<file path="src/hdl/host_to_card_pkg.sv">
// Shared constants for the host-to-card channel control and status block
package host_to_card_pkg;

   // ==========================================================
   // Bus geometry and register offsets (byte addresses)
   localparam int APB_AW = 8;
   localparam int DATA_W = 32;
   localparam logic [7:0] OFS_CONTROL = 8'h04;
   localparam logic [7:0] OFS_CONTROL_SET = 8'h08;
   localparam logic [7:0] OFS_CONTROL_CLEAR = 8'h0C;
   localparam logic [7:0] OFS_STATUS = 8'h40;
   localparam logic [7:0] OFS_STATUS_RC = 8'h44;
   localparam logic [7:0] OFS_TALLY = 8'h48;

   // ==========================================================
   // Bit positions of control and status words; 25 to 27 are control only
   localparam int POS_RUN = 0;
   localparam int POS_DESC_STOP = 1;
   localparam int POS_DESC_DONE = 2;
   localparam int POS_ALIGN = 3;
   localparam int POS_MAGIC = 4;
   localparam int POS_LENGTH = 5;
   localparam int POS_IDLE = 6;
   localparam int POS_READ_ERR = 9;
   localparam int POS_WRITE_ERR = 14;
   localparam int POS_FETCH_ERR = 19;
   localparam int POS_FIXED_ADDR = 25;
   localparam int POS_POLL_WB = 26;
   localparam int POS_WB_OFF = 27;
   localparam int ERR_W = 5;
   localparam int FLAG_LO = 1;
   localparam int FLAG_HI = 23;
   localparam int FLAG_W = FLAG_HI - FLAG_LO + 1;

   // ==========================================================
   // Masks and reset values
   localparam logic [4:0] ERR_ENABLE_ALL = 5'h1F;
   localparam logic [4:0] WRITE_ERR_VALID = 5'h03;
   localparam logic [31:0] CONTROL_MASK = 32'h0EFF_FE7F;
   localparam logic [31:0] ALIAS_MASK = 32'h07FF_FFFF;
   localparam logic [31:0] STATUS_MASK = 32'h00FF_FE7E;
   localparam logic [31:0] CONTROL_RESET = 32'h0000_0000;
   localparam logic [31:0] TALLY_RESET = 32'h0000_0000;

   // Register select codes, one-hot
   typedef enum logic [6:0] {
      SEL_NONE = 7'b0000001,
      SEL_CTRL = 7'b0000010,
      SEL_CSET = 7'b0000100,
      SEL_CCLR = 7'b0001000,
      SEL_STAT = 7'b0010000,
      SEL_SRC = 7'b0100000,
      SEL_TALLY = 7'b1000000
   } reg_sel_e;

endpackage

</file>
<file path="src/hdl/host_to_card_mm_chan_ctrl.sv">
// Control, status and finished-descriptor tally of one host-to-card MM channel
// Contract
// - Control bit 0 starts engine; clearing it stops after current descriptor
// - Control bit 27 set suppresses stream writeback; clear keeps writeback on
// - Control bit 26 set writes back tally on finishing a Completed descriptor
// - Control bit 25 set holds read address constant; read channel only
// - Error enable field active only when all ones; then logs and halts
// - Control bits 6 to 1 permit recording of their matching status flags
// - Each enabled status condition raises an interrupt event
// - Set alias write sets control bits 26:0 written as one
// - Clear alias write clears control bits 26:0 written as one
// - Fetch fault field 23:19 records fetch failures per bit
// - Write error field 18:14 records slave and decode errors only
// - Read error field 13:9 uses the fetch fault encoding
// - Setting the run bit zeroes every sticky flag and error field, except bits set in that same cycle
// - Bit 6 sets once engine goes idle after run was cleared
// - Bit 5 sets on descriptor length not a stream width multiple
// - Bit 4 sets and engine stops on invalid descriptor signature
// - Bit 3 sets on misaligned source and destination addresses
// - Bit 2 sets after finishing a descriptor with COMPLETE flag
// - Bit 1 sets after finishing a descriptor with STOP flag
// - Status bit 0 is read-only busy indication
// - Clear-on-read alias returns bits 23:1 and clears them, with live busy in bit 0
// - 32-bit tally counts finished descriptors; zeroed on run rising edge
`timescale 1ns/100ps
`default_nettype none
module host_to_card_mm_chan_ctrl
   import host_to_card_pkg::*;
#(
   parameter int TALLY_W = 32
) (
   input wire logic CLK,
   input wire logic RST,
   input wire logic PSEL,
   input wire logic PENABLE,
   input wire logic PWRITE,
   input wire logic [APB_AW-1:0] PADDR,
   input wire logic [DATA_W-1:0] PWDATA,
   output logic PREADY,
   output logic [DATA_W-1:0] PRDATA,
   output logic PSLVERR,
   input wire logic ENG_BUSY,
   input wire logic DESC_DONE,
   input wire logic DESC_COMPLETE_FLAG,
   input wire logic DESC_STOP_FLAG,
   input wire logic MAGIC_BAD,
   input wire logic LENGTH_BAD,
   input wire logic ALIGN_BAD,
   input wire logic [ERR_W-1:0] FETCH_FAULT,
   input wire logic [ERR_W-1:0] WRITE_FAULT,
   input wire logic [ERR_W-1:0] READ_FAULT,
   output logic ENGINE_GO,
   output logic ARADDR_FIXED,
   output logic STREAM_WRITEBACK_OFF,
   output logic TALLY_WRITEBACK,
   output logic IRQ_EVENT
);

   typedef struct packed {
      logic [31:0] ctrl;
      logic stopping;
      logic halted;
      logic go;
      logic [TALLY_W-1:0] tally;
      logic pready;
      logic [DATA_W-1:0] prdata;
      logic pslverr;
      logic tally_wb;
      logic irq;
   } chan_state_s;

   chan_state_s s_q;
   chan_state_s s_d;
   logic [31:0] stat_set;
   logic [31:0] stat_clr;
   logic stat_clr_all;
   logic [FLAG_W-1:0] flags;
   logic [31:0] status_word;
   logic run_rise;
   logic halt_evt;
   logic idle_evt;
   logic setup;
   logic done;
   reg_sel_e sel;

   // ==========================================================
   // Address decode, shared by setup and completion phases
   function automatic reg_sel_e reg_decode(input logic [APB_AW-1:0] a);
      reg_sel_e r;
      r = SEL_NONE;
      if (a == OFS_CONTROL) begin
         r = SEL_CTRL;
      end else if (a == OFS_CONTROL_SET) begin
         r = SEL_CSET;
      end else if (a == OFS_CONTROL_CLEAR) begin
         r = SEL_CCLR;
      end else if (a == OFS_STATUS) begin
         r = SEL_STAT;
      end else if (a == OFS_STATUS_RC) begin
         r = SEL_SRC;
      end else if (a == OFS_TALLY) begin
         r = SEL_TALLY;
      end
      return r;
   endfunction

   // An error field counts as enabled only when every bit is written one
   function automatic logic err_enabled(input logic [ERR_W-1:0] f);
      return f == ERR_ENABLE_ALL;
   endfunction

   // ==========================================================
   // Status flag storage
   sticky_flag_bank #(
      .W(FLAG_W)
   ) u_flags (
      .clk(CLK),
      .rst(RST),
      .set_bits(stat_set[FLAG_HI:FLAG_LO]),
      .clr_bits(stat_clr[FLAG_HI:FLAG_LO]),
      .clr_all(stat_clr_all),
      .flags(flags)
   );

   // Busy is live; sticky flags are masked so reserved bits read zero
   assign status_word = ({8'h00, flags, 1'b0} & STATUS_MASK) | {31'h0, ENG_BUSY};

   // ==========================================================
   // Next state
   always_comb begin
      s_d = s_q;
      stat_set = '0;
      stat_clr = '0;
      setup = PSEL & ~PENABLE;
      done = PSEL & PENABLE & s_q.pready;
      sel = reg_decode(PADDR);

      // Zero wait state: data and ready are prepared during setup
      s_d.pready = setup;
      s_d.pslverr = setup & (sel == SEL_NONE);
      if (setup) begin
         s_d.prdata = '0;
         if (sel == SEL_CTRL || sel == SEL_CSET || sel == SEL_CCLR) begin
            s_d.prdata = s_q.ctrl;
         end else if (sel == SEL_STAT || sel == SEL_SRC) begin
            s_d.prdata = status_word;
         end else if (sel == SEL_TALLY) begin
            s_d.prdata = DATA_W'(s_q.tally);
         end
      end

      if (done && PWRITE) begin
         if (sel == SEL_CTRL) begin
            s_d.ctrl = PWDATA & CONTROL_MASK;
         end else if (sel == SEL_CSET) begin
            s_d.ctrl = s_q.ctrl | (PWDATA & ALIAS_MASK & CONTROL_MASK);
         end else if (sel == SEL_CCLR) begin
            s_d.ctrl = s_q.ctrl & ~(PWDATA & ALIAS_MASK);
         end else if (sel == SEL_STAT) begin
            stat_clr = PWDATA & STATUS_MASK;
         end
      end
      // Only the bits actually returned are cleared, so a late event survives
      if (done && !PWRITE && sel == SEL_SRC) begin
         stat_clr = s_q.prdata & STATUS_MASK;
      end

      run_rise = ~s_q.ctrl[POS_RUN] & s_d.ctrl[POS_RUN];
      stat_clr_all = run_rise;

      // Error fields log and halt only when fully enabled
      if (err_enabled(s_q.ctrl[POS_FETCH_ERR +: ERR_W])) begin
         stat_set[POS_FETCH_ERR +: ERR_W] = FETCH_FAULT;
      end
      if (err_enabled(s_q.ctrl[POS_WRITE_ERR +: ERR_W])) begin
         stat_set[POS_WRITE_ERR +: ERR_W] = WRITE_FAULT & WRITE_ERR_VALID;
      end
      if (err_enabled(s_q.ctrl[POS_READ_ERR +: ERR_W])) begin
         stat_set[POS_READ_ERR +: ERR_W] = READ_FAULT;
      end
      stat_set[POS_LENGTH] = LENGTH_BAD & s_q.ctrl[POS_LENGTH];
      stat_set[POS_MAGIC] = MAGIC_BAD & s_q.ctrl[POS_MAGIC];
      stat_set[POS_ALIGN] = ALIGN_BAD & s_q.ctrl[POS_ALIGN];
      stat_set[POS_DESC_DONE] = DESC_DONE & DESC_COMPLETE_FLAG & s_q.ctrl[POS_DESC_DONE];
      stat_set[POS_DESC_STOP] = DESC_DONE & DESC_STOP_FLAG & s_q.ctrl[POS_DESC_STOP];

      halt_evt = (stat_set[POS_FETCH_ERR +: ERR_W] != '0) | (stat_set[POS_WRITE_ERR +: ERR_W] != '0)
         | (stat_set[POS_READ_ERR +: ERR_W] != '0) | stat_set[POS_MAGIC];

      // Idle after a stop request: engine quiet and no longer told to go
      idle_evt = s_q.stopping & ~ENG_BUSY & ~s_q.go & ~run_rise;
      stat_set[POS_IDLE] = idle_evt & s_q.ctrl[POS_IDLE];

      // A fault in the cycle of the run edge still halts, as its flag survives too
      if (run_rise) begin
         s_d.halted = halt_evt;
         s_d.stopping = 1'b0;
      end else begin
         s_d.halted = s_q.halted | halt_evt;
         if (s_q.ctrl[POS_RUN] && !s_d.ctrl[POS_RUN]) begin
            s_d.stopping = 1'b1;
         end else if (idle_evt) begin
            s_d.stopping = 1'b0;
         end
      end

      // After run drops, go holds until the descriptor in flight is finished
      s_d.go = (s_d.ctrl[POS_RUN] & ~s_d.halted)
         | (s_q.go & ENG_BUSY & ~DESC_DONE & ~s_d.halted);

      if (run_rise) begin
         s_d.tally = TALLY_W'(TALLY_RESET);
      end else if (DESC_DONE) begin
         s_d.tally = s_q.tally + TALLY_W'(1);
      end

      s_d.tally_wb = DESC_DONE & DESC_COMPLETE_FLAG & s_q.ctrl[POS_POLL_WB];
      s_d.irq = (stat_set != '0);
   end

   always_ff @(posedge CLK) begin
      if (RST) begin
         s_q <= '0;
      end else begin
         s_q <= s_d;
      end
   end

   // ==========================================================
   // Outputs, each straight from state
   assign PREADY = s_q.pready;
   assign PRDATA = s_q.prdata;
   assign PSLVERR = s_q.pslverr;
   assign ENGINE_GO = s_q.go;
   assign ARADDR_FIXED = s_q.ctrl[POS_FIXED_ADDR];
   assign STREAM_WRITEBACK_OFF = s_q.ctrl[POS_WB_OFF];
   assign TALLY_WRITEBACK = s_q.tally_wb;
   assign IRQ_EVENT = s_q.irq;
endmodule
`default_nettype wire

</file>
<file path="src/hdl/sticky_flag_bank.sv">
// Bank of sticky status flags with set-over-clear priority
`timescale 1ns/100ps
`default_nettype none
module sticky_flag_bank #(
   parameter int W = 23
) (
   input wire logic clk,
   input wire logic rst,
   input wire logic [W-1:0] set_bits,
   input wire logic [W-1:0] clr_bits,
   input wire logic clr_all,
   output logic [W-1:0] flags
);

   typedef struct packed {
      logic [W-1:0] flags;
   } bank_state_s;

   bank_state_s s_q;
   bank_state_s s_d;

   // ==========================================================
   // Next state: a clear never swallows an event of the same cycle
   always_comb begin
      s_d = s_q;
      s_d.flags = (s_q.flags & ~clr_bits & ~{W{clr_all}}) | set_bits;
   end

   always_ff @(posedge clk) begin
      if (rst) begin
         s_q <= '0;
      end else begin
         s_q <= s_d;
      end
   end

   assign flags = s_q.flags;
endmodule
`default_nettype wire

</file>
<file path="config.mk">
export PLATFORM = sky130hd
export DESIGN_NAME = host_to_card_mm_chan_ctrl
export DESIGN_NICKNAME = d
export VERILOG_FILES = /design/src/hdl/host_to_card_pkg.sv /design/src/hdl/host_to_card_mm_chan_ctrl.sv /design/src/hdl/sticky_flag_bank.sv
export SDC_FILE = /design/constraint.sdc
export NUM_CORES = 1
export LEC_CHECK = 0
export BUFFER_PORTS_ARGS = -buffer_cell sky130_fd_sc_hd__buf_4
export CORE_MARGIN = 2
export CORE_UTILIZATION = 60
export DETAILED_ROUTE_END_ITERATION = 10
export PLACE_DENSITY_LB_ADDON = 0.12
export SYNTH_ARGS = -nofsm -noshare
export SYNTH_HDL_FRONTEND = slang
export SYNTH_SLANG_ARGS = --single-unit
</file>
<file path="constraint.sdc">
create_clock -name CLK -period 4.8 [get_ports CLK]
set_input_delay 0.72 -clock CLK [delete_from_list [all_inputs] [get_ports CLK]]
set_output_delay 0.72 -clock CLK [all_outputs]
set_load 0.1 [all_outputs]
</file>
==> metrics, run 1 <==
DR WL/cell=~19 um; Non-Filler Instances=874; core footprint=between 9000 and 10,000 um2; Critical Path AT=approximately 3.4 ns; ANT cells=0; final worst path period share=62.0%; Tightest Hold Check Type=in2reg; flop2flop setup slack=1.84 ns; I/O pin cnt=between 100 and 150; largest net degree at the start of global routing=32; postcts setup bufs=0; outcome=complete, no violations; placed cells=842; clock slew at reported path FFs=0.06 ns; ys flop type=dfxtp_1; Most common cell on crit path=buf_4; area grow syn2layout=20.3%; CP required=5.20 ns; vias per cell=6.38; critical path capture point type=flop; commonest cells in the synthesized netlist=125 x nand2_1, 120 x dfxtp_1, 71 x o21ai_0; RePlAce Congestion=just under 0.9; Tot Pwr=2.47 mW; Setup Skew=0.00851 ns; PortBufs=98; slowest CP cell=a21o_1; hpwl dp=10,600 um; CTS max path bufs=2; Worst Min Path Start=PWDATA[18]; DR DRC count=0; Reg area=between 2000 and 2500 um2; max-slew violations=0; CP Launch Type=input pin; vias after detailed routing=5,574; CTS tree=built; Peak Freq=336 MHz; global router's overall resource usage=32.8%; synthesized area per cell=slightly above 8 um2; first-pass GRT wire length=approximately 26,000 um; share of the synthesized area in the top cell type=42.6%; setup violators final=0; R2R depth=5; synthesized flop and latch total=120; maximum net fanout on the critical path=31; Seq/Total Area, Yosys=42.6%; RSZ-0062 raised after global routing=false; Setup CP Type=in2reg; layout cells sized above 1=19.7%; worst-path cell chain=buf_4 -> or4_4 -> nor4_4 -> a21o_1 -> buf_4 -> a211oi_1; Initial Utilization=61.4%; initial antenna violation count=0; Max stage delay on crit path=approximately 0.96 ns; CTS resizes=0; Final Net Count=818; Worst Tran Pin Value=1.25 ns; TritonRoute pass-1 iters=6; Net Count, Synth=~770; vias in the first global route=around 5,300; hold buffer count at CTS=0; clk_lat worst skew=about 0.53 ns; minimum clock period=2.97 ns; Post-DRT Antenna Nets=0; headroom to the max-slew limit=16.2%; die area=around 10,000 um2; Die Ht=101 um; setup TNS=0 ns; die width=approximately 100 um; reg2reg start=PREADY; Worst setup startpoint=PADDR[6]; Layout fillers=735; synthesized area=5640 um2; count of different cell masters after synthesis=between 50 and 60; YS warnings=0; Cells after Synth=697; EDFF count, synth=0; # H-tree levels=4; DRT Wirelength=16,300 um; Yosys top cell by area=dfxtp_1; top-count cell post-synth=nand2_1; Congestion Overflow GR=0; power per cell area=364 nW/um2; Root Buffer=clkbuf_8; hold path depth=3; Hold Fails Final Rpt=0; Max Cap Viol=0; worst vdd ir=between 0.2 and 0.25 mV; Post-synth ARST share=0%; footprint of the multi-input gates=2800 um2; Sink Count=120; initial DRC count=488; Static Leakage=2.67 nW; TritonCTS Buffers=17; top cells by area, synth=dfxtp_1 43%, nand2_1 8.3%, o21ai_0 6.3%; FP Rows=35
## area by class of cell
type / count / share of cell area (%)
clock buffers: 19 / 6.36
multi-input cells: 494 / 41.2
flip-flops and latches: 120 / 35.4
well taps: 111 / 2.05
clock inverters: 13 / 2.47
repair buffers: 109 / 12.1
inverters: 8 / 0.442
## metal layers
| metal | vias to the layer above | global-route usage (%) | part of all wire [%] | routed length, um |
|---|---|---|---|---|
| li1 | 2561 | - | - | - |
| met1 | 2644 | 41.6 | 41 | 6620 |
| met2 | 323 | 54.7 | 47 | 7640 |
| met3 | 46 | 6.52 | 10 | 1660 |
| met4 | 0 | 13.6 | 2.4 | 385 |
| met5 | - | 0 | 0 | 0 |
## registers in the layout, indices dropped and copies added (netlist names)
signal                flops
STREAM_WRITEBACK_OFF      1
ENGINE_GO                 1
TALLY_WRITEBACK           1
ARADDR_FIXED              1
IRQ_EVENT                 1
PSLVERR                   1
PREADY                    1
u_flags.flags            21
s_q                      60
PRDATA                   32
## worst max-delay path, delay by kind of cell
family	cells	cell delay (ns)
compound gates	2	1.03
simple gates	2	1.14
buf+inv	2	0.47
## cell families after synthesis
logic type / synth area share [%]
AO/OA/AOI/OAI: 21.3
XOR/XNOR: 4.97
adder cells (fa/ha/maj): 0.222
buffers and inverters: 8.16
flip-flops: 42.6
multiplexers: 0.177
AND/OR/NAND/NOR: 22.6
## layout by cell type (no fill, tap or decap), types with 5 or more instances in the layout
cell and count:
o21ai_0 71, xor2_1 23, nand2_1 125, dfxtp_1 120
a221oi_1 7, a21oi_1 50, nand4_1 22, buf_4 109
a211oi_1 5, a32o_1 10, o21ai_1 8, and3_1 9
clkbuf_16 16, nor2_1 57, a221o_1 21, nand3_1 18
xnor2_1 9, inv_1 8, nor3_1 8
## per-stage QoR
step / hold WS, ns / setup slack [ns] / instance area, um2 / util, %
floorplan: 0.422 / 2.19 / 5640 / -
global placement: 0.430 / 1.40 / 6190 / 67.3
detailed placement: 0.446 / 1.36 / 6190 / 67.3
CTS: 0.383 / 1.86 / 6790 / 73.8
global route: 0.404 / 1.65 / 6790 / 73.8
finish: 0.398 / 1.83 / 6790 / 73.8
## worst paths after layout
kind	endpoint
hold reg to reg	u_flags.flags[16]
setup reg to reg	u_flags.flags[17]
hold / removal	s_q[89]
setup / recovery	u_flags.flags[17]
## report_power, final
part	internal [mW]	total, mW	leakage (nW)	switching [mW]
clock	0.809	1.28	0.289	0.474
sequential	1.00	1.01	0.968	0.00470
combinational	0.0658	0.180	1.42	0.115
total	1.88	2.47	2.67	0.593
Power figures use the tool's default switching activity.
==> run 2, diff against run 1 <==
--- a/config.mk
+++ b/config.mk
@@ -5,9 +5,10 @@
 export SDC_FILE = /design/constraint.sdc
 export NUM_CORES = 1
 export LEC_CHECK = 0
+export ABC_AREA = 1
 export BUFFER_PORTS_ARGS = -buffer_cell sky130_fd_sc_hd__buf_4
 export CORE_MARGIN = 2
-export CORE_UTILIZATION = 60
+export CORE_UTILIZATION = 51
 export DETAILED_ROUTE_END_ITERATION = 10
 export PLACE_DENSITY_LB_ADDON = 0.12
 export SYNTH_ARGS = -nofsm -noshare
==> constraint.sdc (replaced) <==
create_clock -name CLK -period 2.4 [get_ports CLK]
set_input_delay 0.36 -clock CLK [delete_from_list [all_inputs] [get_ports CLK]]
set_output_delay 0.36 -clock CLK [all_outputs]
set_load 0.1 [all_outputs]
==> metrics, run 2 <==
outcome=complete, no violations (unchanged); hpwl dp=13,600 um (was 10,600 um); Hold Fails Final Rpt=0 (unchanged); most frequent cells in the layout=206 x nand2_1, 120 x dfxtp_1, 114 x buf_4, 86 x a21oi_1, 84 x inv_1 (was 125 x nand2_1, 120 x dfxtp_1, 109 x buf_4, 71 x o21ai_0, 57 x nor2_1); Worst setup startpoint=s_q[41] (was PADDR[6]); Seq/Total Area, Yosys=37.2% (was 42.6%); CTS resizes=0 (unchanged); metal3 WL=1630 um (was 1660 um); R2R depth=9 (was 5); Post-DRT Antenna Nets=0 (unchanged); # H-tree levels=4 (unchanged); top-count cell post-synth=nand2_1 (unchanged); initial antenna violation count=1 (was 0); die area=13,600 um2 (was 10,200 um2); Net Count, Synth=993 (was 765); Yosys top cell by area=dfxtp_1 (unchanged); DP Area=7040 um2 (was 6190 um2); first-pass GRT wire length=31,200 um (was 26,000 um); vias per cell=5.54 (was 6.38); Peak Freq=538 MHz; cell area after layout=7540 um2 (was 6790 um2); largest net degree at the start of global routing=53 (was 32); RePlAce Congestion=0.896 (was 0.887); Root Buffer=clkbuf_16 (was clkbuf_8); DR WL/cell=16.8 um (was 18.7 um); Cells after Synth=925 (was 697); setup TNS=0 ns (unchanged); worst vdd ir=0.434 mV (was 0.246 mV); met2 wire len=8770 um (was 7640 um); Max Cap Viol=0 (unchanged); Setup Skew=0.00494 ns (was 0.00851 ns); core footprint=12,500 um2 (was 9200 um2); global router's overall resource usage=30.0% (was 32.8%); Initial Utilization=51.8% (was 61.4%); flop2flop setup slack=0.54 ns (was 1.84 ns); vias in the first global route=6,119 (was 5,320); ys flop type=dfxtp_1 (unchanged); Post-synth ARST share=0% (unchanged); DR DRC count=0 (unchanged); power per cell area=589 nW/um2 (was 364 nW/um2); Reg with most FFs=s_q (unchanged); Worst Tran Pin Value=0.621 ns (was 1.25 ns); reg2reg start=s_q[41] (was PREADY); synthesized area=6450 um2 (was 5640 um2); headroom to the max-slew limit=58.5% (was 16.2%); Congestion Overflow GR=0 (unchanged); Final Util=60.5% (was 73.8%); DRT Wirelength=19,500 um (was 16,300 um); top cells by area, synth=dfxtp_1 37%, nand2_1 12%, a21oi_1 6.7% (was dfxtp_1 43%, nand2_1 8.3%, o21ai_0 6.3%); count of different cell masters after synthesis=37 (was 51); setup violators final=0 (unchanged); hold buffer count at CTS=0 (unchanged); Sink Count=120 (unchanged); YS warnings=0 (unchanged); Metal-1 WL=8670 um (was 6620 um); PortBufs=98 (unchanged); I/O pin cnt=106 (unchanged); RSZ-0062 raised after global routing=false (unchanged); Final Net Count=1,048 (was 818); CTS max path bufs=2 (unchanged); share of the synthesized area in the top cell type=37.2% (was 42.6%); top layer in use=met4 (unchanged); EDFF count, synth=0 (unchanged); CP Launch Type=flop (was input pin); CP endpoint=s_q[63] (was u_flags.flags[17]); Die Ht=116 um (was 101 um); final worst path period share=around 77%; Largest register FFs=60 (unchanged); Critical Path AT=2.14 ns (was 3.37 ns); FP Rows=41 (was 35); CTS tree=built (unchanged); Tightest Hold Check Type=in2reg (unchanged); maximum net fanout on the critical path=4 (was 31); CP required=2.68 ns (was 5.20 ns); die width=116 um (was 101 um); max-slew violations=0 (unchanged); area grow syn2layout=16.9% (was 20.3%); minimum clock period=1.86 ns; reg2reg end=s_q[63] (was u_flags.flags[17]); TritonRoute pass-1 iters=5 (was 6); synthesized flop and latch total=120 (unchanged); layout cells sized above 1=16.9% (was 19.7%); Static Leakage=2.82 nW (was 2.67 nW); clock slew at reported path FFs=0.05 ns (was 0.06 ns); synthesized area per cell=6.98 um2 (was 8.10 um2); TritonCTS Buffers=17 (unchanged); commonest non-fill, non-tap cell in the layout=nand2_1 (unchanged); clk_lat worst skew=0.41 ns (was 0.53 ns); critical path capture point type=flop (unchanged); commonest cells in the synthesized netlist=206 x nand2_1, 120 x dfxtp_1, 86 x a21oi_1 (was 125 x nand2_1, 120 x dfxtp_1, 71 x o21ai_0); vias after detailed routing=6,446 (was 5,574); postcts setup bufs=0 (unchanged); initial DRC count=732 (was 488); Setup CP Type=reg2reg (was in2reg)
run 2: cell count changes after synthesis, moves of 21 or more:
cell,before,now
nand2_1,125,206
inv_1,8,84
nand3_1,18,39
a21oi_1,50,86
a221o_1,21,0
o211ai_1,3,37
run 2: cell type report:
type                            instances  area (um2)
Fill cell                            1187        4920
Multi-Input combinational cell        633        3200
Sequential cell                       120        2400
Timing Repair Buffer                  115         876
Clock buffer                           24         472
Inverter                               93         349
Tap cell                              172         215
Clock inverter                          5        25.0
Antenna cell                            1        2.50
run 2: layer usage:
metal	vias to the layer above	track usage, %
li1	3151	-
met1	2955	39.6
met2	309	48.3
met3	31	6.43
met4	0	11.5
met5	-	0
run 2: power breakdown:
group / total (mW) / leakage, nW / internal (mW) / switching, mW
Sequential: 2.00 / 0.967 / 2.00 / 0.00443
Clock: 2.20 / 0.249 / 1.34 / 0.860
Combinational: 0.234 / 1.61 / 0.0868 / 0.147
run 2: cells by family after synthesis:
family / Yosys count / synth area share, %
AO/OA/AOI/OAI: 212 / 18.5
XOR/XNOR: 18 / 2.44
adder cells (fa/ha/maj): 1 / 0.194
buffers and inverters: 172 / 13.2
flip-flops: 120 / 37.2
AND/OR/NAND/NOR: 402 / 28.4
run 2: stage by stage:
stage,hold WS [ns],std cells,power [mW],worst slack [ns]
after floorplan,0.431,925,2.16,0.228
after global placement,0.441,1133,2.28,0.349
after detailed placement,0.445,1133,2.28,0.322
after CTS,0.213,1162,4.46,0.598
after global routing,0.219,1162,4.57,0.279
final,0.222,1163,4.44,0.541
run 2: how the worst min path moves through the flow:
stage,start,endpoint,cells past startpoint
2_1_floorplan,u_flags.flags[15],u_flags.flags[15],2
3_3_place_gp,u_flags.flags[16],u_flags.flags[16],2
3_5_place_dp,u_flags.flags[16],u_flags.flags[16],2
4_1_cts,READ_FAULT[3],u_flags.flags[11],3
5_1_grt,READ_FAULT[3],u_flags.flags[11],3
6_report,READ_FAULT[3],u_flags.flags[11],3
run 2: critical path: stages (launching register included):
cell and delay (ns):
dfxtp_1 0.42, nand2_1 0.10, nor2_1 0.19, inv_1 0.09, nor3_1 0.22, nand2_1 0.21
nor2_1 0.23, nand2_1 0.09, xor2_1 0.15, nor2_1 0.05
